**src/design/switch_port_regs.vh**
```
// Register map, field positions, reset values and frame offsets of the switch port logic.
// Assumes byte addresses on an APB bus with 32-bit data, one register per aligned word.
`ifndef SWITCH_PORT_REGS_VH
`define SWITCH_PORT_REGS_VH
// ****************************************
// Register byte addresses
// ****************************************
`define A_CTL1 8'h00
`define A_CTL2 8'h04
`define A_CTL3 8'h08
`define A_STP 8'h0C
`define A_TAG1 8'h10
`define A_TAG2 8'h14
`define A_TAG3 8'h18
`define A_PMAP 8'h1C
`define A_DSCP_LO 8'h20
`define A_DSCP_HI 8'h24
`define A_INS_SEL 8'h28
`define A_GLOBAL 8'h2C
`define A_STATUS 8'h30
// ****************************************
// Field positions
// ****************************************
`define F_SPLIT 0
`define F_REMOVE 1
`define F_INSERT 2
`define F_PPRIO 4:3
`define F_1P 5
`define F_DSCP 6
`define F_REMAP 7
`define F_TXEN 0
`define F_RXEN 1
`define F_LDIS 2
`define F_TAIL 0
// ****************************************
// Reset values
// ****************************************
`define R_CTL 8'h00
`define R_STP 7'h33
`define R_TAG 16'h0001
`define R_PMAP 16'hFA50
`define R_DSCP 64'h0
`define R_SEL 6'h3F
// ****************************************
// Frame layout and port constants
// ****************************************
`define TPID 16'h8100
`define ET_IP 16'h0800
`define O_TPID_HI 5'h0C
`define O_TPID_LO 5'h0D
`define O_TCI 5'h0E
`define O_TOS_U 5'h0F
`define O_ET_HI 5'h10
`define O_ET_LO 5'h11
`define O_TOS_T 5'h13
`define O_INS_AT 5'h0B
`define O_LAST 5'h1F
`define N_WIN 3'h4
`define N_TAG 2'h3
`define CRC_INIT 32'hFFFFFFFF
`define CRC_POLY 32'hEDB88320
`define PRIO_TOP 2'h3
`define PORT_CPU 2'h3
`define STP_FWD 3'h3
`define ALL_PORTS 3'h7
`define CPU_MASK 3'h4
`endif

```
**src/design/crc32_byte.v**
```verilog
// Ethernet CRC-32 advanced by one byte, least significant bit first.
// Assumes the caller keeps the running value and inverts it to form the FCS.
`timescale 1ns/1ns
`default_nettype none
`include "switch_port_regs.vh"
module crc32_byte (
	// Running value and new byte
	input wire [31:0] crc_in,
	input wire [7:0] data,
	// Advanced value
	output reg [31:0] crc_out
);
	integer i;

	always @* begin
		crc_out = crc_in;
		for (i = 0; i < 8; i = i + 1) begin
			if (crc_out[0] ^ data[i])
				crc_out = (crc_out >> 1) ^ `CRC_POLY;
			else
				crc_out = crc_out >> 1;
		end
	end
endmodule
`default_nettype wire

```
**src/design/switch_port_logic.v**
```verilog
// Ingress priority classification, egress VLAN tag editing with FCS regeneration and
// spanning-tree gating for the three ports of a small switch.
// Assumes an APB3 master on pclk and byte streams synchronous to pclk, FCS included.
// Operation
// - A high-priority receiving port marks every frame it receives as high priority.
// - Tagged frames give their three-bit priority through the programmable map.
// - Tag priority is used only when the port's bit five is set.
// - Egress bit two adds the ingress port's default tag to untagged frames.
// - A six-bit select field chooses egress ports per source for insertion.
// - A frame that already carries a tag never gets a second one.
// - Egress bit one strips tags; untagged frames pass unchanged.
// - The tag is four bytes: protocol identifier then tag control field.
// - Any inserted or removed tag makes the FCS recomputed and replaced.
// - With re-mapping, frame priority is capped at the default tag priority.
// - Upper six ToS bits select one of 64 code point bits for priority.
// - Port 3 is the processor port; ports 1 and 2 take five states.
// - Disabled ports forward and receive nothing normal and learn nothing.
// - Blocking ports send received frames only to the processor, no learning.
// - Listening ports exchange frames only with the processor, no learning; here they share the blocking setting, so the processor cannot send to them.
// - Learning ports exchange frames only with the processor and learn.
// - Forwarding ports forward, receive and learn normally.
// - Transmit queues split by priority only when the port's bit zero is set.
// - A processor trailer byte's two low bits select the destination port.
//
// The APB slave port and the placing of the registers are this design's own decisions.
`timescale 1ns/1ns
`default_nettype none
`include "switch_port_regs.vh"
module switch_port_logic (
	// APB slave
	input wire pclk,
	input wire presetn,
	input wire psel,
	input wire penable,
	input wire pwrite,
	input wire [7:0] paddr,
	input wire [31:0] pwdata,
	output reg [31:0] prdata,
	output wire pready,
	output wire pslverr,
	// Ingress byte stream
	input wire in_valid,
	input wire in_sop,
	input wire in_eop,
	input wire [1:0] in_port,
	input wire [7:0] in_data,
	// Classification result
	output reg cls_valid,
	output reg [1:0] cls_prio,
	output reg cls_high,
	output reg cls_tagged,
	output reg [1:0] cls_dest,
	output reg [2:0] cls_fwd_mask,
	output reg cls_learn,
	output reg [5:0] cls_queue,
	// Egress byte stream in
	input wire e_valid,
	input wire e_sop,
	input wire e_eop,
	input wire [7:0] e_data,
	input wire [1:0] e_src,
	input wire [1:0] e_dst,
	input wire e_tagged,
	output wire e_ready,
	// Egress byte stream out
	output reg o_valid,
	output reg o_sop,
	output reg o_eop,
	output reg [7:0] o_data
);
	// ****************************************
	// Configuration registers
	// ****************************************
	reg [7:0] ctl_q [1:3];
	reg [15:0] tag_q [1:3];
	reg [6:0] stp_q;
	reg [15:0] pmap_q;
	reg [63:0] dscp_q;
	reg [5:0] sel_q;
	reg tail_q;
	reg [31:0] rd_d;
	integer n;
	integer q;

	localparam ST_PASS = 2'h0;
	localparam ST_INS = 2'h1;
	localparam ST_FCS = 2'h2;
	reg [1:0] st_q;

	// ****************************************
	// Helpers
	// ****************************************
	// Port number zero is not a port; it is folded onto the processor port.
	function [1:0] pn;
		input [1:0] p;
		begin
			pn = (p == 2'h0) ? `PORT_CPU : p;
		end
	endfunction

	// Returns {learning disable, receive enable, transmit enable}.
	function [2:0] stp_of;
		input [1:0] p;
		begin
			case (p)
			2'h1: stp_of = stp_q[2:0];
			2'h2: stp_of = stp_q[6:4];
			default: stp_of = `STP_FWD;
			endcase
		end
	endfunction

	function [1:0] pmax;
		input [1:0] a;
		input [1:0] b;
		begin
			pmax = (a > b) ? a : b;
		end
	endfunction

	function addr_ok;
		input [7:0] a;
		begin
			addr_ok = (a <= `A_STATUS) && (a[1:0] == 2'h0);
		end
	endfunction

	// Each source owns two select bits, one for each of the other two ports.
	function sel_bit;
		input [1:0] s;
		input [1:0] d;
		begin
			case ({s, d})
			4'h6: sel_bit = sel_q[0];
			4'h7: sel_bit = sel_q[1];
			4'h9: sel_bit = sel_q[2];
			4'hB: sel_bit = sel_q[3];
			4'hD: sel_bit = sel_q[4];
			4'hE: sel_bit = sel_q[5];
			default: sel_bit = 1'b0;
			endcase
		end
	endfunction

	// ****************************************
	// APB slave
	// ****************************************
	wire acc = psel & penable;
	wire wr = acc & pwrite & addr_ok(paddr);
	assign pready = 1'b1;
	assign pslverr = acc & ~addr_ok(paddr);

	always @* begin
		case (paddr)
		`A_CTL1: rd_d = {24'h0, ctl_q[1]};
		`A_CTL2: rd_d = {24'h0, ctl_q[2]};
		`A_CTL3: rd_d = {24'h0, ctl_q[3]};
		`A_STP: rd_d = {25'h0, stp_q};
		`A_TAG1: rd_d = {16'h0, tag_q[1]};
		`A_TAG2: rd_d = {16'h0, tag_q[2]};
		`A_TAG3: rd_d = {16'h0, tag_q[3]};
		`A_PMAP: rd_d = {16'h0, pmap_q};
		`A_DSCP_LO: rd_d = dscp_q[31:0];
		`A_DSCP_HI: rd_d = dscp_q[63:32];
		`A_INS_SEL: rd_d = {26'h0, sel_q};
		`A_GLOBAL: rd_d = {31'h0, tail_q};
		`A_STATUS: rd_d = {28'h0, st_q != ST_PASS, cls_tagged, cls_prio};
		default: rd_d = 32'h0;
		endcase
	end

	// Read data is caught in the setup cycle so that it leaves a flip-flop.
	always @(posedge pclk or negedge presetn) begin
		if (!presetn)
			prdata <= 32'h0;
		else if (psel && !penable && !pwrite)
			prdata <= rd_d;
	end

	always @(posedge pclk or negedge presetn) begin
		if (!presetn) begin
			for (n = 1; n <= 3; n = n + 1) begin
				ctl_q[n] <= `R_CTL;
				tag_q[n] <= `R_TAG;
			end
			stp_q <= `R_STP;
			pmap_q <= `R_PMAP;
			dscp_q <= `R_DSCP;
			sel_q <= `R_SEL;
			tail_q <= 1'b0;
		end else if (wr) begin
			case (paddr)
			`A_CTL1: ctl_q[1] <= pwdata[7:0];
			`A_CTL2: ctl_q[2] <= pwdata[7:0];
			`A_CTL3: ctl_q[3] <= pwdata[7:0];
			`A_STP: stp_q <= pwdata[6:0];
			`A_TAG1: tag_q[1] <= pwdata[15:0];
			`A_TAG2: tag_q[2] <= pwdata[15:0];
			`A_TAG3: tag_q[3] <= pwdata[15:0];
			`A_PMAP: pmap_q <= pwdata[15:0];
			`A_DSCP_LO: dscp_q[31:0] <= pwdata;
			`A_DSCP_HI: dscp_q[63:32] <= pwdata;
			`A_INS_SEL: sel_q <= pwdata[5:0];
			`A_GLOBAL: tail_q <= pwdata[`F_TAIL];
			default: ;
			endcase
		end
	end

	// ****************************************
	// Ingress classifier
	// ****************************************
	reg [4:0] ci_q;
	reg [1:0] cp_q;
	reg [2:0] cs_q;
	reg [15:0] ctp_q;
	reg [7:0] ctci_q;
	reg [7:0] ctos_u_q;
	reg [15:0] cet_q;
	reg [7:0] ctos_t_q;
	reg [31:0] ctail_q;
	wire [4:0] ci = in_sop ? 5'h0 : ci_q;

	// Header bytes are captured by position; the index saturates past the header.
	always @(posedge pclk or negedge presetn) begin
		if (!presetn) begin
			ci_q <= 5'h0;
			cp_q <= `PORT_CPU;
			cs_q <= `STP_FWD;
			ctp_q <= 16'h0;
			ctci_q <= 8'h0;
			ctos_u_q <= 8'h0;
			cet_q <= 16'h0;
			ctos_t_q <= 8'h0;
			ctail_q <= 32'h0;
		end else if (in_valid) begin
			ci_q <= (ci == `O_LAST) ? ci : ci + 5'h1;
			ctail_q <= {ctail_q[23:0], in_data};
			if (in_sop) begin
				cp_q <= pn(in_port);
				cs_q <= stp_of(pn(in_port));
			end
			case (ci)
			`O_TPID_HI: ctp_q[15:8] <= in_data;
			`O_TPID_LO: ctp_q[7:0] <= in_data;
			`O_TCI: ctci_q <= in_data;
			`O_TOS_U: ctos_u_q <= in_data;
			`O_ET_HI: cet_q[15:8] <= in_data;
			`O_ET_LO: cet_q[7:0] <= in_data;
			`O_TOS_T: ctos_t_q <= in_data;
			default: ;
			endcase
		end
	end

	wire c_tag = (ctp_q == `TPID);
	wire [7:0] c_ctl = ctl_q[cp_q];
	wire [2:0] c_ceil = tag_q[cp_q][15:13];
	wire c_cap = c_ctl[`F_REMAP] && (ctci_q[7:5] > c_ceil);
	wire [2:0] c_up = c_cap ? c_ceil : ctci_q[7:5];
	wire [1:0] c_p1 = pmap_q[{c_up, 1'b0} +: 2];
	wire c_use1p = c_ctl[`F_1P] && c_tag;
	wire [7:0] c_tos = c_tag ? ctos_t_q : ctos_u_q;
	wire c_ip = ((c_tag ? cet_q : ctp_q) == `ET_IP);
	wire c_usedscp = c_ctl[`F_DSCP] && c_ip;
	wire [1:0] c_pd = dscp_q[c_tos[7:2]] ? `PRIO_TOP : 2'h0;
	// The trailer sits just before the four FCS bytes, so at the last byte it is
	// the oldest of the four bytes held behind the current one.
	wire c_tt = tail_q && (cp_q == `PORT_CPU);
	wire [7:0] c_trl = ctail_q[31:24];
	wire [1:0] c_pp = c_ctl[`F_PPRIO];
	wire [1:0] c_pa = pmax(c_pp, c_use1p ? c_p1 : 2'h0);
	wire [1:0] c_pb = pmax(c_usedscp ? c_pd : 2'h0, c_tt ? c_trl[3:2] : 2'h0);
	wire [1:0] c_prio = pmax(c_pa, c_pb);
	wire [2:0] c_self = 3'h1 << (cp_q - 2'h1);
	// Disabled, blocking and listening share one setting, so the port behaves alike
	// in all three; static override frames are delivered by the lookup, not here.
	wire [2:0] c_mask = cs_q[`F_RXEN] ? (`ALL_PORTS & ~c_self) : `CPU_MASK;

	always @(posedge pclk or negedge presetn) begin
		if (!presetn) begin
			cls_valid <= 1'b0;
			cls_prio <= 2'h0;
			cls_high <= 1'b0;
			cls_tagged <= 1'b0;
			cls_dest <= 2'h0;
			cls_fwd_mask <= 3'h0;
			cls_learn <= 1'b0;
			cls_queue <= 6'h0;
		end else begin
			cls_valid <= in_valid && in_eop;
			if (in_valid && in_eop) begin
				cls_prio <= c_prio;
				cls_high <= c_prio[1];
				cls_tagged <= c_tag;
				cls_dest <= c_tt ? c_trl[1:0] : 2'h0;
				cls_fwd_mask <= c_mask;
				cls_learn <= !cs_q[`F_LDIS];
				for (q = 0; q < 3; q = q + 1)
					cls_queue[2 * q +: 2] <= ctl_q[q + 1][`F_SPLIT] ? c_prio : 2'h0;
			end
		end
	end

	// ****************************************
	// Egress tag editor
	// ****************************************
	// Bytes wait in a four-byte window so that the incoming FCS is known only when
	// the last byte arrives and can then be replaced.
	reg [31:0] w_q;
	reg [2:0] wc_q;
	reg [4:0] oi_q;
	reg [1:0] k_q;
	reg [31:0] crc_q;
	wire [31:0] crc_n;
	reg [1:0] es_q;
	reg ins_q;
	reg rem_q;
	reg rm_q;
	reg mod_q;
	reg drop_q;
	reg em_v;
	reg [7:0] em_d;

	wire [1:0] e_s = pn(e_src);
	wire [1:0] e_d = pn(e_dst);
	wire [2:0] e_st = stp_of(e_d);
	// Only the processor may reach a port that is learning; no source reaches one with learning disabled and transmit off.
	wire e_txok = e_st[`F_TXEN] || (e_s == `PORT_CPU && !e_st[`F_LDIS]);
	wire e_ins = !e_tagged && ctl_q[e_d][`F_INSERT] && sel_bit(e_s, e_d);
	wire e_rem = e_tagged && ctl_q[e_d][`F_REMOVE];
	wire e_rm = e_tagged && !e_rem && ctl_q[e_s][`F_REMAP];
	wire [2:0] e_ceil = tag_q[es_q][15:13];
	wire [31:0] e_tag = {`TPID, tag_q[es_q]};

	assign e_ready = (st_q == ST_PASS);
	wire e_take = e_valid && e_ready;
	wire e_out = e_take && !e_sop && (wc_q == `N_WIN);
	wire e_skip = rem_q && (oi_q >= `O_TPID_HI) && (oi_q <= `O_TOS_U);
	wire em_ok = em_v && !drop_q;

	always @* begin
		em_v = 1'b0;
		em_d = w_q[31:24];
		case (st_q)
		ST_PASS: begin
			em_v = e_out && !e_skip;
			if (rm_q && (oi_q == `O_TCI) && (w_q[31:29] > e_ceil))
				em_d = {e_ceil, w_q[28:24]};
		end
		ST_INS: begin
			em_v = 1'b1;
			em_d = e_tag[{~k_q, 3'b000} +: 8];
		end
		ST_FCS: begin
			em_v = 1'b1;
			if (mod_q)
				em_d = ~crc_q[{k_q, 3'b000} +: 8];
		end
		default: em_v = 1'b0;
		endcase
	end

	crc32_byte u_crc (
		.crc_in(crc_q),
		.data(em_d),
		.crc_out(crc_n)
	);

	always @(posedge pclk or negedge presetn) begin
		if (!presetn) begin
			st_q <= ST_PASS;
			w_q <= 32'h0;
			wc_q <= 3'h0;
			oi_q <= 5'h0;
			k_q <= 2'h0;
			crc_q <= `CRC_INIT;
			es_q <= `PORT_CPU;
			ins_q <= 1'b0;
			rem_q <= 1'b0;
			rm_q <= 1'b0;
			mod_q <= 1'b0;
			drop_q <= 1'b0;
			o_valid <= 1'b0;
			o_sop <= 1'b0;
			o_eop <= 1'b0;
			o_data <= 8'h0;
		end else begin
			o_valid <= em_ok;
			o_sop <= em_ok && (st_q == ST_PASS) && (oi_q == 5'h0);
			o_eop <= em_ok && (st_q == ST_FCS) && (k_q == `N_TAG);
			o_data <= em_d;
			case (st_q)
			ST_PASS: if (e_take) begin
				w_q <= {w_q[23:0], e_data};
				if (e_sop) begin
					wc_q <= 3'h1;
					oi_q <= 5'h0;
					k_q <= 2'h0;
					crc_q <= `CRC_INIT;
					es_q <= e_s;
					ins_q <= e_ins;
					rem_q <= e_rem;
					rm_q <= e_rm;
					mod_q <= e_ins || e_rem;
					drop_q <= !e_txok;
				end else begin
					if (wc_q != `N_WIN)
						wc_q <= wc_q + 3'h1;
					if (e_out) begin
						oi_q <= (oi_q == `O_LAST) ? oi_q : oi_q + 5'h1;
						if (em_v)
							crc_q <= crc_n;
						if (em_d != w_q[31:24])
							mod_q <= 1'b1;
					end
					if (e_eop)
						st_q <= ST_FCS;
					else if (e_out && ins_q && (oi_q == `O_INS_AT))
						st_q <= ST_INS;
				end
			end
			ST_INS: begin
				crc_q <= crc_n;
				k_q <= k_q + 2'h1;
				if (k_q == `N_TAG)
					st_q <= ST_PASS;
			end
			ST_FCS: begin
				w_q <= {w_q[23:0], 8'h00};
				k_q <= k_q + 2'h1;
				if (k_q == `N_TAG) begin
					st_q <= ST_PASS;
					wc_q <= 3'h0;
				end
			end
			default: st_q <= ST_PASS;
			endcase
		end
	end
endmodule
`default_nettype wire

```
**config.mk**
```make
export PLATFORM = sky130hd
export DESIGN_NAME = switch_port_logic
export DESIGN_NICKNAME = d
export VERILOG_FILES = /design/src/design/crc32_byte.v /design/src/design/switch_port_logic.v
export VERILOG_INCLUDE_DIRS = /design/src /design/src/design
export SDC_FILE = /design/constraint.sdc
export NUM_CORES = 1
export LEC_CHECK = 0
export BUFFER_PORTS_ARGS = -buffer_cell sky130_fd_sc_hd__buf_4
export CAP_MARGIN = 30
export CORE_MARGIN = 3
export CORE_UTILIZATION = 66
export DETAILED_ROUTE_END_ITERATION = 10
export PLACE_DENSITY_LB_ADDON = 0.15
export SKIP_LAST_GASP = 1
export SYNTH_ARGS = -nofsm -noshare
export SYNTH_HDL_FRONTEND = slang
export SYNTH_SLANG_ARGS = --single-unit
```
**constraint.sdc**
```tcl
create_clock -name pclk -period 11.3 [get_ports pclk]
set_input_delay 1.13 -clock pclk [delete_from_list [all_inputs] [get_ports pclk]]
set_output_delay 1.13 -clock pclk [all_outputs]
set_load 0.01 [all_outputs]
```
==> summary.md <==
In the detailed route, the total length drawn on met3 is 3720 um. The worst register-to-register path ends at cls_queue[0]$_DFFE_PN0P_. The final layout contains routed wiring with a total length of 53,500 um.

For the number of core rows, the log shows 62. The tools report the length of the first detailed-routing pass in iterations as 7. The number of buffer and inverter instances along the worst setup path came out at 1. After global routing the overflow that remains totals 0. Final weighted congestion in routability-driven placement: 0.942. For the pin with the worst max-slew slack, the measured transition is 0.994 ns.

Global routing consumed, over all layers together, 33.7% of the routing resources. Leaving out fill and tap cells, the most frequent cell in the layout is sky130_fd_sc_hd__dfrtp_1. The worst hold path terminates at cls_queue[5]$_DFFE_PN0P_. Counting every net in the synthesized netlist gives 1,853. In the routed layout, each cell is associated on average with a via count of 6.62. The critical path runs through a total of 22 cells. The first-pass GRT wire length is 83,000 um.

Number of buffers added by the clock tree synthesis step: 40. Detailed routing inserted a total of 15,003 vias. The I/O pin count is 137.

The share of final-layout standard cells stronger than drive strength 1 is 31.3%. Largest area contributor in the synthesized netlist: sky130_fd_sc_hd__dfrtp_1. The tools report the clock network latency to the later pin of the worst-skew pair as 0.53 ns.

The gate count after technology mapping came out at 1,739. The final cycle utilization of the critical path is 51.6%. Post-cts sizing count: 0. For the number of unique standard cell types used by synthesis, the log shows 79. The number of H-tree levels was 2. At the end of the flow, the number of nets in the layout was 1,968.

The number of synthesized flops with an enable pin came out at 0. Prior to clock tree synthesis, the placed netlist has a worst setup slack of 5.52 ns. The flow ran to the end, and the final reports show no timing, DRC or antenna violations.

The highest fanout seen on the critical path came out at 14. The tightest hold path in the finished design has a slack of 0.483 ns. The startpoint identified for the worst register-to-register timing path is cp_q[1]$_DFFE_PN1P_.

The data required time at the worst endpoint came out at 11.71 ns. Headroom to the max-slew limit came out at 33.2%. In the layout the commonest cells are sky130_fd_sc_hd__dfrtp_1, sky130_fd_sc_hd__mux2_2, sky130_fd_sc_hd__buf_4. The tools report the met1 wire length as 20,700 um. The number of routed nets with antenna violations came out at 0.

The tightest min-delay check is of the flip-flop to flip-flop type. For the top achievable clock speed, the log shows 172 MHz. The highest metal layer used by the detailed router is met4. The number of hold violations in the final report is 0, and the count of cells along the worst hold path is 2. The final HPWL from detailed placement was 37,500 um.

Setup repair after global routing left no endpoint under its margin. Startpoint-to-endpoint class of the critical path: flip-flop to flip-flop. Quantity of hold-fixing buffers added after cts: 0. After detailed routing, the met2 layer carries 26,700 um of wire. The clock drives 380 sinks.

Max-cap violations in this run came to 0. The async set-or-reset flop fraction in the synthesized netlist was 100%. The top-area cell type share of the netlist area works out to 41.4%. The number of global-route vias before repair was 14,818; the largest net degree at the start of global routing was 102.

The critical path goes through nor2b_1 -> a21oi_1 -> ha_1 -> nand3_1 -> o21ai_0 -> nor3_1 -> mux2i_1 -> mux4_2 -> mux2_2 -> nand3_1 -> ha_1 -> nand2b_1 -> o21ai_0 -> mux2i_1 -> ha_1 -> inv_1 -> o22ai_1 -> a21oi_1 -> o311ai_0 -> nand2_1 -> o21a_1 -> a21oi_1. The run gives 0 as the initial antenna violation count. Ranked by total cell area, the synthesized netlist is headed by sky130_fd_sc_hd__dfrtp_1, sky130_fd_sc_hd__mux2_2, sky130_fd_sc_hd__dfstp_2. The worst setup path is launched from a flip-flop. Family of cells with the greatest summed delay on the critical path: multiplexers.

The count of endpoints failing setup in the final report was 0; the port buffer count was 135. In this run the standard cell core region covers 28,900 um^2. The analysis attributes to cell leakage a power of 0.0100 uW. Data on the critical path arrives at its endpoint at 6.23 ns.

The number of max-slew violations in the final report is 0, and the final critical-path setup slack is 5.47 ns. After synthesis the netlist holds a flip-flop and latch count of 380. After synthesis the cells add up to 19,500 um^2. Clock-pin slew was measured on the worst setup and hold paths at 0.06 ns.

The logs give 1,467 for the DRC marker count from the first detailed-route iteration and 0.166 mV for the peak ir drop on the vdd network. For the final routed database, the setup TNS stands at 0 ns. The cell area power density came out at 222 nW/um^2. Of the synthesized area, sequential elements account for 49.2%. The worst hold path begins at cls_queue[5]$_DFFE_PN0P_.

The warning count from the yosys run is 0, and the mean instance size in the synthesized netlist is 11.2 um^2. The number of remaining DRC errors is 0. TritonCTS built the clock tree. The run gives 5.47 ns as the reg2reg setup slack. The most used flip-flop cell after synthesis is sky130_fd_sc_hd__dfrtp_1. In this run the horizontal extent of the chip is 178 um. The tools report the number of antenna repair diodes as 0. The die covers 31,600 um^2.

The worst clock skew is 0.0149 ns. Buffers added to address setup during post-CTS repair amount to 0. The cell type of the slowest stage on the worst timing path was sky130_fd_sc_hd__dfstp_2. The final critical delay including setup and external delays was 5.83 ns. The routed length per instance is 23.6 um. The clock passes through at most 3 buffers. Once the floorplan was initialized, standard cells occupied 67.4% of the core. For this run, the slowest stage of the critical path takes 0.72 ns. Clock tree root driver cell: sky130_fd_sc_hd__clkbuf_16. From synthesis to final layout, the design area changed by 14.6%. Counting cells, the worst reg-to-reg path comes to 22. In this run the worst setup path begins at cp_q[1]$_DFFE_PN1P_.

The floorplan step set the die height to 178 um. The worst setup path is captured at a flip-flop.
## logic make-up after synthesis
group                      synth area share [%]
DFF                                        49.2
other                                    0.0193
buffers and inverters                      2.91
adders and majority gates                  2.57
AOI/OAI and AO/OA                          14.0
xor gates and xnor gates                   3.99
muxes                                      18.0
and+or+nand+nor                            9.24
## routing by layer
metal  up-vias  GRT usage [%]
met3       186           5.99
met1      7517           42.9
met2       691           57.3
li1       6609              -
met5         -              0
met4         0           14.0
## power by group
group          internal [uW]  total [uW]  leakage [uW]  switching [uW]
clock                    838        1380      0.000675             543
sequential              1570        1750       0.00486             179
combinational            828        1830       0.00451            1000
## cells in the mapped netlist (4+ instances only)
library cell,count
sky130_fd_sc_hd__a221oi_1,32
sky130_fd_sc_hd__o211ai_1,16
sky130_fd_sc_hd__a31oi_1,18
sky130_fd_sc_hd__nand4_1,16
sky130_fd_sc_hd__nand3_1,46
sky130_fd_sc_hd__mux2_2,252
sky130_fd_sc_hd__o31ai_1,8
sky130_fd_sc_hd__o21a_1,6
sky130_fd_sc_hd__a311oi_1,4
sky130_fd_sc_hd__nor4_1,9
sky130_fd_sc_hd__o22ai_1,12
sky130_fd_sc_hd__nor2b_1,5
sky130_fd_sc_hd__clkbuf_1,70
sky130_fd_sc_hd__nand4b_1,6
sky130_fd_sc_hd__inv_1,51
sky130_fd_sc_hd__nor2_1,122
sky130_fd_sc_hd__a22o_1,32
sky130_fd_sc_hd__dfrtp_1,322
sky130_fd_sc_hd__nand2b_1,12
sky130_fd_sc_hd__mux4_2,11
sky130_fd_sc_hd__and3_1,20
sky130_fd_sc_hd__mux2i_1,38
sky130_fd_sc_hd__ha_1,40
sky130_fd_sc_hd__or3_1,4
sky130_fd_sc_hd__xnor2_1,36
sky130_fd_sc_hd__nor3_1,20
sky130_fd_sc_hd__nand2_1,117
sky130_fd_sc_hd__a21oi_1,102
sky130_fd_sc_hd__o21ai_1,7
sky130_fd_sc_hd__xor2_2,6
sky130_fd_sc_hd__xnor2_2,7
sky130_fd_sc_hd__o21ai_0,83
sky130_fd_sc_hd__buf_2,10
sky130_fd_sc_hd__dfstp_2,58
sky130_fd_sc_hd__a22oi_1,40
sky130_fd_sc_hd__xor2_1,19
sky130_fd_sc_hd__buf_1,5
sky130_fd_sc_hd__a211oi_1,13
## flip-flops by register name (all words and copies together) (netlist names), 7 cells and up
| name | flops |
|---|---|
| pmap_q | 16 |
| w_q | 32 |
| crc_q | 32 |
| prdata | 32 |
| dscp_q | 64 |
| ctail_q | 16 |
| tag_q | 48 |
| ctl_q | 24 |
| cet_q | 16 |
| stp_q | 7 |
| ctp_q | 16 |
| o_data | 8 |
## layout make-up
type / instances / area [um^2]
Sequential cell: 380 / 9580
Multi-Input combinational cell: 1218 / 9390
Fill cell: 1904 / 6540
Timing Repair Buffer: 163 / 1290
Clock buffer: 53 / 1120
Tap cell: 384 / 480
Clock inverter: 19 / 260
Inverter: 51 / 191
## worst reg2reg max path: stages, from the launching register on
cell and delay (ns):
sky130_fd_sc_hd__dfstp_2 0.72, sky130_fd_sc_hd__nor2b_1 0.46, sky130_fd_sc_hd__a21oi_1 0.21, sky130_fd_sc_hd__ha_1 0.34, sky130_fd_sc_hd__nand3_1 0.09, sky130_fd_sc_hd__o21ai_0 0.08
sky130_fd_sc_hd__nor3_1 0.46, sky130_fd_sc_hd__mux2i_1 0.54, sky130_fd_sc_hd__mux4_2 0.58, sky130_fd_sc_hd__mux2_2 0.28, sky130_fd_sc_hd__nand3_1 0.11, sky130_fd_sc_hd__ha_1 0.25
sky130_fd_sc_hd__nand2b_1 0.14, sky130_fd_sc_hd__o21ai_0 0.15, sky130_fd_sc_hd__mux2i_1 0.23, sky130_fd_sc_hd__ha_1 0.25, sky130_fd_sc_hd__inv_1 0.05, sky130_fd_sc_hd__o22ai_1 0.10
sky130_fd_sc_hd__a21oi_1 0.17, sky130_fd_sc_hd__o311ai_0 0.16, sky130_fd_sc_hd__nand2_1 0.10, sky130_fd_sc_hd__o21a_1 0.20, sky130_fd_sc_hd__a21oi_1 0.07
## stage by stage
step | cell area, um^2 | cells | total power [uW] | utilization (%)
4_1_cts | 22200 | 2264 | 4960 | 77.0
3_3_place_gp | 20800 | 2191 | 3510 | 72.2
2_1_floorplan | 19500 | 1739 | 3130 | -
6_report | 22300 | 2268 | 4960 | 77.3
3_5_place_dp | 20800 | 2192 | 3570 | 72.2
5_1_grt | 22300 | 2268 | 5200 | 77.3
## worst max path at each step
stage	endpoint	slack, ns
after CTS	cls_queue[0]$_DFFE_PN0P_	5.51
after detailed placement	cls_queue[0]$_DFFE_PN0P_	5.52
after floorplan	cls_queue[0]$_DFFE_PN0P_	6.01
after global placement	cls_queue[4]$_DFFE_PN0P_	5.71
final	cls_queue[0]$_DFFE_PN0P_	5.47
after global routing	cls_queue[4]$_DFFE_PN0P_	5.05
No activity file was read; power rests on OpenSTA's default activity.
